## src/shared/mcs_pkg.sv

```systemverilog
package mcs_pkg;

  // ----------------------------------------------------------------
  // Family selection
  // ----------------------------------------------------------------
  // Family with the peripheral agent and speed register
  localparam logic [1:0] FAMILY_AGENT = 2'h0;
  // Family with a native speed output from the MAC
  localparam logic [1:0] FAMILY_NATIVE = 2'h1;

  // ----------------------------------------------------------------
  // Register map (byte addresses on APB)
  // ----------------------------------------------------------------
  localparam logic [11:0] SPEED_CTRL_IDX  = 12'h000;
  localparam logic [11:0] SPEED_CTRL_ADDR = 12'h000;
  localparam logic [11:0] STATUS_ADDR     = 12'h004;
  localparam int          SPEED_W         = 2;
  localparam logic [1:0]  SPEED_RESET     = 2'h0;
  localparam logic [31:0] UNMAPPED_DATA   = 32'h0000_0000;

  // ----------------------------------------------------------------
  // Carriers
  // ----------------------------------------------------------------
  typedef struct packed {
    logic [7:0] data;
    logic       enable;
    logic       error;
  } mcs_tx_t;

  typedef struct packed {
    logic [7:0] data;
    logic       valid;
    logic       error;
    logic       collision;
    logic       carrier;
  } mcs_rx_t;

  typedef struct packed {
    logic       dataOut;
    logic       dataOutEn;
  } mcs_mgmt_t;

  typedef struct packed {
    logic        psel;
    logic        penable;
    logic        pwrite;
    logic [11:0] paddr;
    logic [31:0] pwdata;
  } mcs_apb_req_t;

endpackage : mcs_pkg

```

## src/hw/mcs_splitter.sv

```systemverilog
`timescale 1ns/1ps
`default_nettype none

// Functional notes
// - Split MAC conduit into media, precision-time and management groups
// - No processing besides the register agent; signals pass unchanged
// - Build-time family parameter selects logic and ties off absent interfaces
// - Option 0: no speed register; MAC speed passes straight through
// - Option 1: speed register drives the media-side speed output
// - Speed-register option derived from the family, never set directly
// - Agent port on peripheral clock; native family keeps clock, reset and agent, which refuses every access
// - One-word-per-address agent, separate read and write, 32-bit data
// - 2-bit MAC speed input used only in the native-speed family
// - Transmit data, enable and error forwarded unchanged to media side
// - Receive data, valid, error, collision, carrier returned unchanged
// - Management out and enable forwarded; management in returned
// - Pulse-per-second forwarded; auxiliary stamp trigger returned
module mcs_splitter #(
  parameter logic [1:0] FAMILY = mcs_pkg::FAMILY_AGENT
) (
  input  wire logic                 clk,
  input  wire logic                 rst,
  // APB agent
  input  wire mcs_pkg::mcs_apb_req_t apbReq,
  output logic [31:0]               prdata,
  output logic                      pready,
  output logic                      pslverr,
  // Host MAC conduit
  input  wire mcs_pkg::mcs_tx_t     conduitTx,
  output mcs_pkg::mcs_rx_t          conduitRx,
  input  wire logic [1:0]           conduitSpeed,
  input  wire mcs_pkg::mcs_mgmt_t   conduitMgmt,
  output logic                      conduitMgmtIn,
  input  wire logic                 conduitPps,
  output logic                      conduit_aux_stamp_trigger,
  // Media-side group
  output mcs_pkg::mcs_tx_t          mediaTx,
  input  wire mcs_pkg::mcs_rx_t     mediaRx,
  output logic [1:0]                mediaSpeed,
  // Management group
  output mcs_pkg::mcs_mgmt_t        mgmtOut,
  input  wire logic                 mgmtIn,
  // Precision-time group
  output logic                      timePps,
  input  wire logic                 timeAuxTrigger
);
  import mcs_pkg::*;

  // ----------------------------------------------------------------
  // Build-time options
  // ----------------------------------------------------------------
  // Option follows the family only
  localparam bit speed_register_option = (FAMILY == FAMILY_AGENT);

  // ----------------------------------------------------------------
  // APB agent and speed register
  // ----------------------------------------------------------------
  logic [SPEED_W-1:0] speed_q;
  logic [SPEED_W-1:0] speed_d;
  logic [31:0]        prdata_q;
  logic [31:0]        prdata_d;
  logic               pready_q;
  logic               pready_d;
  logic               pslverr_q;
  logic               pslverr_d;
  logic               setupPhase;

  assign setupPhase = apbReq.psel && !apbReq.penable;

  // Decode setup cycle; answer in the access cycle
  always_comb
  begin
    speed_d   = speed_q;
    prdata_d  = prdata_q;
    pready_d  = 1'b0;
    pslverr_d = 1'b0;
    if (setupPhase)
    begin
      pready_d = 1'b1;
      prdata_d = UNMAPPED_DATA;
      if (!speed_register_option)
        pslverr_d = 1'b1;
      else if (apbReq.paddr == SPEED_CTRL_ADDR)
      begin
        if (apbReq.pwrite)
          speed_d = apbReq.pwdata[SPEED_W-1:0];
        else
          prdata_d = {30'h0000_0000, speed_q};
      end
      else if (apbReq.paddr == STATUS_ADDR)
      begin
        if (!apbReq.pwrite)
          prdata_d = {30'h0000_0000, mediaSpeed};
      end
      else
        pslverr_d = 1'b1;
    end
  end

  // Register agent state
  always_ff @(posedge clk or posedge rst)
  begin
    if (rst)
    begin
      speed_q   <= SPEED_RESET;
      prdata_q  <= 32'h0000_0000;
      pready_q  <= 1'b0;
      pslverr_q <= 1'b0;
    end
    else
    begin
      speed_q   <= speed_d;
      prdata_q  <= prdata_d;
      pready_q  <= pready_d;
      pslverr_q <= pslverr_d;
    end
  end

  assign prdata  = prdata_q;
  assign pready  = pready_q;
  assign pslverr = pslverr_q;

  // ----------------------------------------------------------------
  // Signal regrouping
  // ----------------------------------------------------------------
  // Plain rerouting, no alteration
  assign mediaTx                   = conduitTx;
  assign conduitRx                 = mediaRx;
  assign mgmtOut                   = conduitMgmt;
  assign conduitMgmtIn             = mgmtIn;
  assign timePps                   = conduitPps;
  assign conduit_aux_stamp_trigger = timeAuxTrigger;

  // Speed source chosen at build time; speed input unused in agent family
  assign mediaSpeed = speed_register_option ? speed_q : conduitSpeed;

  // ----------------------------------------------------------------
  // Checks
  // ----------------------------------------------------------------
  speed_write_a: assert property (@(posedge clk) disable iff (rst)
    (speed_register_option && apbReq.psel && !apbReq.penable && apbReq.pwrite
     && apbReq.paddr == SPEED_CTRL_ADDR)
    |=> (mediaSpeed == $past(apbReq.pwdata[1:0])))
    else $error("speed register write not applied");

  speed_read_a: assert property (@(posedge clk) disable iff (rst)
    (speed_register_option && apbReq.psel && !apbReq.penable && !apbReq.pwrite
     && apbReq.paddr == SPEED_CTRL_ADDR)
    |=> (prdata == {30'h0000_0000, speed_q} && pready))
    else $error("speed register read data wrong");

  speed_pass_a: assert property (@(posedge clk) disable iff (rst)
    !speed_register_option |-> mediaSpeed == conduitSpeed)
    else $error("speed not passed through");

  speed_hold_a: assert property (@(posedge clk) disable iff (rst)
    (speed_register_option && !(apbReq.psel && apbReq.pwrite)) |=> $stable(mediaSpeed))
    else $error("speed changed without write");

  tx_route_a: assert property (@(posedge clk) disable iff (rst)
    mediaTx == conduitTx)
    else $error("transmit group altered");

  rx_route_a: assert property (@(posedge clk) disable iff (rst)
    conduitRx == mediaRx)
    else $error("receive group altered");

  mgmt_route_a: assert property (@(posedge clk) disable iff (rst)
    mgmtOut == conduitMgmt && conduitMgmtIn == mgmtIn)
    else $error("management group altered");

  time_route_a: assert property (@(posedge clk) disable iff (rst)
    timePps == conduitPps && conduit_aux_stamp_trigger == timeAuxTrigger)
    else $error("time group altered");

  ready_pulse_a: assert property (@(posedge clk) disable iff (rst)
    pready |=> !pready)
    else $error("ready held longer than one cycle");

  // ----------------------------------------------------------------
  // Agent response checks
  // ----------------------------------------------------------------
  // Every setup cycle gets its answer in the next cycle
  ready_answer_a: assert property (@(posedge clk) disable iff (rst)
    setupPhase
    |=> pready)
    else $error("setup cycle not answered");

  // Ready only ever follows a setup cycle
  ready_setup_a: assert property (@(posedge clk) disable iff (rst)
    pready
    |-> $past(setupPhase))
    else $error("ready without setup");

  // Error only ever rides on ready
  err_with_ready_a: assert property (@(posedge clk) disable iff (rst)
    pslverr
    |-> pready)
    else $error("error outside answer");

  // Family without agent refuses every access
  native_refuse_a: assert property (@(posedge clk) disable iff (rst)
    (!speed_register_option && setupPhase)
    |=> (pslverr && pready))
    else $error("access accepted without agent");

  // Family without agent reads back nothing
  native_zero_a: assert property (@(posedge clk) disable iff (rst)
    (!speed_register_option && setupPhase)
    |=> (prdata == UNMAPPED_DATA))
    else $error("data returned without agent");

  // Unmapped address flags an error
  unmapped_err_a: assert property (@(posedge clk) disable iff (rst)
    (speed_register_option && setupPhase && apbReq.paddr != SPEED_CTRL_ADDR
     && apbReq.paddr != STATUS_ADDR)
    |=> pslverr)
    else $error("unmapped access not refused");

  // Unmapped address reads as zero
  unmapped_data_a: assert property (@(posedge clk) disable iff (rst)
    (speed_register_option && setupPhase && apbReq.paddr != SPEED_CTRL_ADDR
     && apbReq.paddr != STATUS_ADDR)
    |=> (prdata == UNMAPPED_DATA))
    else $error("unmapped read not zero");

  // Writes elsewhere leave the speed register alone
  unmapped_keep_a: assert property (@(posedge clk) disable iff (rst)
    (speed_register_option && setupPhase && apbReq.pwrite
     && apbReq.paddr != SPEED_CTRL_ADDR)
    |=> $stable(speed_q))
    else $error("speed changed by foreign write");

  // Mapped addresses answer without error
  mapped_ok_a: assert property (@(posedge clk) disable iff (rst)
    (speed_register_option && setupPhase
     && (apbReq.paddr == SPEED_CTRL_ADDR || apbReq.paddr == STATUS_ADDR))
    |=> !pslverr)
    else $error("mapped access refused");

  // Status read mirrors the live speed output
  status_read_a: assert property (@(posedge clk) disable iff (rst)
    (speed_register_option && setupPhase && !apbReq.pwrite && apbReq.paddr == STATUS_ADDR)
    |=> (prdata == {30'h0000_0000, mediaSpeed}))
    else $error("status read wrong");

  // Speed read matches the driven speed
  read_stable_a: assert property (@(posedge clk) disable iff (rst)
    (speed_register_option && setupPhase && !apbReq.pwrite
     && apbReq.paddr == SPEED_CTRL_ADDR)
    |=> (prdata[1:0] == mediaSpeed))
    else $error("speed read differs from output");

  // Write answers carry no read data
  write_data_a: assert property (@(posedge clk) disable iff (rst)
    (setupPhase && apbReq.pwrite)
    |=> (prdata == UNMAPPED_DATA))
    else $error("write answer carries data");

  // Upper read bits always zero
  read_upper_a: assert property (@(posedge clk) disable iff (rst)
    pready
    |-> (prdata[31:2] == 30'h0000_0000))
    else $error("read data not zero-extended");

  // ----------------------------------------------------------------
  // Speed source checks
  // ----------------------------------------------------------------
  // Agent family drives speed from the register
  speed_select_a: assert property (@(posedge clk) disable iff (rst)
    speed_register_option
    |-> (mediaSpeed == speed_q))
    else $error("speed not from register");

  // Native family never touches the register
  native_keep_a: assert property (@(posedge clk) disable iff (rst)
    !speed_register_option
    |=> $stable(speed_q))
    else $error("register written without agent");

  // ----------------------------------------------------------------
  // Routing detail checks
  // ----------------------------------------------------------------
  // Transmit qualifiers forwarded bit for bit
  tx_enable_a: assert property (@(posedge clk) disable iff (rst)
    (mediaTx.enable == conduitTx.enable)
    && (mediaTx.error == conduitTx.error))
    else $error("transmit qualifiers altered");

  // Receive line states returned bit for bit
  rx_flags_a: assert property (@(posedge clk) disable iff (rst)
    (conduitRx.collision == mediaRx.collision)
    && (conduitRx.carrier == mediaRx.carrier))
    else $error("receive line states altered");

  // Management output enable forwarded
  mgmt_enable_a: assert property (@(posedge clk) disable iff (rst)
    mgmtOut.dataOutEn == conduitMgmt.dataOutEn)
    else $error("management enable altered");

  // Pulse-per-second edges kept
  pps_edge_a: assert property (@(posedge clk) disable iff (rst)
    $rose(conduitPps)
    |-> $rose(timePps))
    else $error("pulse edge lost");

  // Auxiliary trigger edges kept
  aux_edge_a: assert property (@(posedge clk) disable iff (rst)
    $rose(timeAuxTrigger)
    |-> $rose(conduit_aux_stamp_trigger))
    else $error("trigger edge lost");

endmodule : mcs_splitter

`default_nettype wire

```

## config.mk

```make
export PLATFORM = sky130hd
export DESIGN_NAME = mcs_splitter
export DESIGN_NICKNAME = d
export VERILOG_FILES = /design/src/shared/mcs_pkg.sv /design/src/hw/mcs_splitter.sv
export SDC_FILE = /design/constraint.sdc
export NUM_CORES = 1
export LEC_CHECK = 0
export BUFFER_PORTS_ARGS = -buffer_cell sky130_fd_sc_hd__buf_2
export CAP_MARGIN = 20
export CORE_MARGIN = 2
export CORE_UTILIZATION = 25
export DETAILED_ROUTE_END_ITERATION = 12
export PLACE_DENSITY = 0.78
export SETUP_SLACK_MARGIN = 0.4
export SLEW_MARGIN = 25
export SYNTH_ARGS = -nofsm -noshare
export SYNTH_HDL_FRONTEND = slang
export SYNTH_SLANG_ARGS = --single-unit
```

## constraint.sdc

```tcl
create_clock -name clk -period 0.9 [get_ports clk]
set_clock_uncertainty 0.05 [all_clocks]
set_input_delay 0.09 -clock clk [delete_from_list [all_inputs] [get_ports clk]]
set_output_delay 0.09 -clock clk [all_outputs]
set_load 0.03 [all_outputs]
```

Yosys cells after proc, flatten, opt, wreduce, memory -nomap -nowiden
Index checks and enable logic that the tools add are counted.
{"block": "word_totals", "register_bits": 36, "output_inout_bits": 63}
{"block": "classes", "n_reduce_logical": 4, "eq_ne": 1, "n_mux": 7}
{"cell": "two-way mux 32 bit", "n": 2}
{"cell": "equality test 12 x 3 -> 1 bit, second input constant", "n": 1}
{"cell": "zero test 12 bit", "n": 1}
{"cell": "two-way mux 1 bit", "n": 4}
{"cell": "AND reduction 3 bit", "n": 1}
{"cell": "two-way mux 2 bit", "n": 1}
{"cell": "logical AND 1 bit", "n": 1}
{"cell": "zero test 1 bit", "n": 1}

Depth between registers and ports, before layout
{"block": "logic_depth", "word_depth": 4, "depth_mapped": 3, "mapped_depth_nobuf": 3}

Worst setup path after synthesis
OpenSTA, ideal clock, no wires.
{"block": "synth_path", "kind": "input to register", "start": "input apbReq[43] (netlist bit)", "end": "register speed_q[0], in the netlist mediaSpeed[0]", "n_path_buf": 0, "cell_stages": 3, "slack_ns": -0.083, "t_arrival_ns": 0.808, "t_required_ns": 0.725, "path_cell_list": "nor4_4 > nand4_1 > mux2_2"}
{"block": "synth_between", "elab_chain_cells": 2}
{"element": "from (decl)", "line": "mcs_splitter.sv:24", "rtl": "input wire mcs_pkg::mcs_apb_req_t apbReq,"}
{"element": "zero test 12 bit", "line": "mcs_splitter.sv:83", "rtl": "else if (apbReq.paddr == SPEED_CTRL_ADDR)"}
{"element": "AND reduction 3 bit (no source line)"}
{"element": "to (signal assigned)", "line": "mcs_splitter.sv:112", "rtl": "speed_q <= speed_d;"}
{"element": "to (decl)", "line": "mcs_splitter.sv:58", "rtl": "logic [SPEED_W-1:0] speed_q;"}
Every way passes these cells.
A chain may end at the register's enable or synchronous reset.

Worst setup path after layout
{"block": "layout_path", "start": "register prdata_q[1], in the netlist prdata[1]", "end": "output prdata[1]"}
{"element": "from (decl)", "line": "mcs_splitter.sv:60", "rtl": "logic [31:0] prdata_q;"}
{"element": "from (signal assigned)", "line": "mcs_splitter.sv:113", "rtl": "prdata_q <= prdata_d;"}
{"element": "to (decl)", "line": "mcs_splitter.sv:25", "rtl": "output logic [31:0] prdata,"}
No word-level cell between the ends.

==> flow_summary.ini <==
[outcome]
status = complete, but fails checks
failed_checks = hold timing, setup timing

[timing]
slew_violations = 0
fin_ws_ns = -0.03039
rsz0062_at_grt = true
fmax_ghz = 1.075
finalHoldViolCount = 6
final.setup.tns_ns = -0.1106
hold_slack_ns = -0.3067
min_period_over_period_pct = 103.4
min_period_ns = 0.9304
finalSetupViolCount = 6

[power_and_ir_drop]
peakVddDrop_mv = 0.9716
power_density_mw_per_mm2 = 1130
cellLeakagePower_nw = 0.3961
total_power_uw = 839.5

[grt]
grt_overflow = 0
antenna_found_initial = 0
grt_pass1_vias = 348
grt_pass1_wl_um = 1607
track_usage_pct = 6.583
grt_max_degree = 7

[die]
die_x_um = 57.93
design.core.area_mm2 = 0.002758
core.rowCount = 19
die-height_um = 57.93
ioPinCount = 141
initial_utilization_pct = 26.36
dieArea_mm2 = 0.003355

[critical_path]
cp.required_ns = 0.76
cp_cell_sequence = buf_6
critPathSlowestCell = dfrtp_2
critical_path_buf_inv_count = 1
endpoint_kind = primary output
crit_arrival_ns = 0.79
cpPeakStageDelay_ns = 0.40
crit_family = flip-flops
start_kind = register
cp_max_fo = 2
worstSetupPathType = register to primary output

[layout]
fin_nets = 171
postLayoutCellArea_um2 = 743.2
most-common-layout-cells = conb_1, buf_2, buf_6, buf_4
final_common_cell = conb_1
n_antenna_cell = 0
areaGrowthSynthToFinish_pct = 2.238
drive_gt1_share_pct = 50.00

[placement]
gp_congestion = 0.7120
dp_hpwl_um = 991.6
post-place-ws_ns = -0.3062
portBuffers = 24
placed_area_um2 = 601.8

[clock_tree]
cts.sinks = 6
cts_root_buffer = clkbuf_4
clk-insertion-delay-late_ns = 0.24
path_clk_slew_ns = 0.05
htree_num_levels = 1
cts_tree = yes
cts_made_buffers = 3
clock_path_buffers = 2

[routing]
vias = 443
firstDrtPassIters = 1
avgRoutedWirePerCell_um = 9.707
ant_nets = 0
drc = 0
vias_per_cell = 3.602
drt_iter0_drc = 0
wl_um = 1194

[yosys]
synth_top_cell_by_area = buf_4
yosysWarningCount = 0
yosysTopAreaCellShare_pct = 58.86
syn_inst = 83
ys_seq_area_share_pct = 20.65
synth_area_um2 = 726.9
synthTopCellsByArea = buf_4, dfrtp_1, nor4_4, mux2_2, inv_1
avgSynthCellArea_um2 = 8.758
synth_cell_types = 14
ys_ff_latch = 6

[hold_path]
worst_hold_path_type = input pin to async pin

[flow_run]
drv_cap = 0
## synthesized netlist by cell type
cell type / n
nor3b_1: 1
mux2_2: 2
nand2b_1: 1
nor4bb_1: 1
o21ai_0: 2
a31oi_1: 1
dfrtp_1: 6
nor4_4: 2
nor3_1: 1
conb_1: 1
nand4_1: 2
nand2_1: 2
inv_1: 4
buf_4: 57
## metrics by stage
step           utilization (%)  instances
3_5_place_dp             21.82        114
3_3_place_gp             21.82        114
5_1_grt                  26.95        123
2_1_floorplan                -        112
4_1_cts                  26.27        121
6_report                 26.95        123
## logic make-up (layout without fill, tap and decap cells)
family	after synthesis	count (layout)	synth area share [%]
AO/OA/AOI/OAI	3	3	2.238
AND/OR/NAND/NOR	10	10	12.56
multiplexers	2	2	3.098
flip-flops	6	6	20.65
other	1	30	0.5159
buffers and inverters	61	41	60.93
## power breakdown
group	leakage, nW	internal, mW	switching [mW]
Clock	0.0150	0.168	0.101
Sequential	0.0757	0.276	0.00212
Combinational	0.305	0.0742	0.218
## final timing paths
path | start | to | slack, ns | cells after the start
max | prdata[1] | prdata[1] | -0.03 | 1
max reg2reg | mediaSpeed[1] | mediaSpeed[1] | 0.07 | 1
min in group clk | apbReq[1] | mediaSpeed[1] | 0.04 | 2
min reg2reg | prdata[1] | prdata[1] | 0.46 | 2
max in group asynchronous | rst | pslverr | 0.88 | 2
min | rst | prdata[1] | -0.31 | 2
## cell type report
class / count / area (um2)
clock buffer: 4 / 26.28
sequential: 6 / 155.1
fill: 313 / 2014
timing repair buffer: 33 / 254.0
tap: 31 / 38.79
multi-input combinational: 45 / 254.0
inverter: 4 / 15.01
## timing repair
item,4_1_cts,5_1_grt
gates resized for setup,20,1
pin swaps,6,1
buffers inserted,3,2
setup endpoints to repair,11,11
hold endpoints to repair,6,6
## metal layers
layer | part of all wire, % | global-route usage (%)
met5 | 0 | 0
met4 | 2.3 | 2.658
met3 | 20 | 6.250
met2 | 47 | 9.740
met1 | 31 | 6.310
## registers in the layout (all words and copies together), names as in the netlist
name        flops
mediaSpeed      2
prdata          2
pready          1
pslverr         1
No activity file was read; power rests on OpenSTA's default activity.
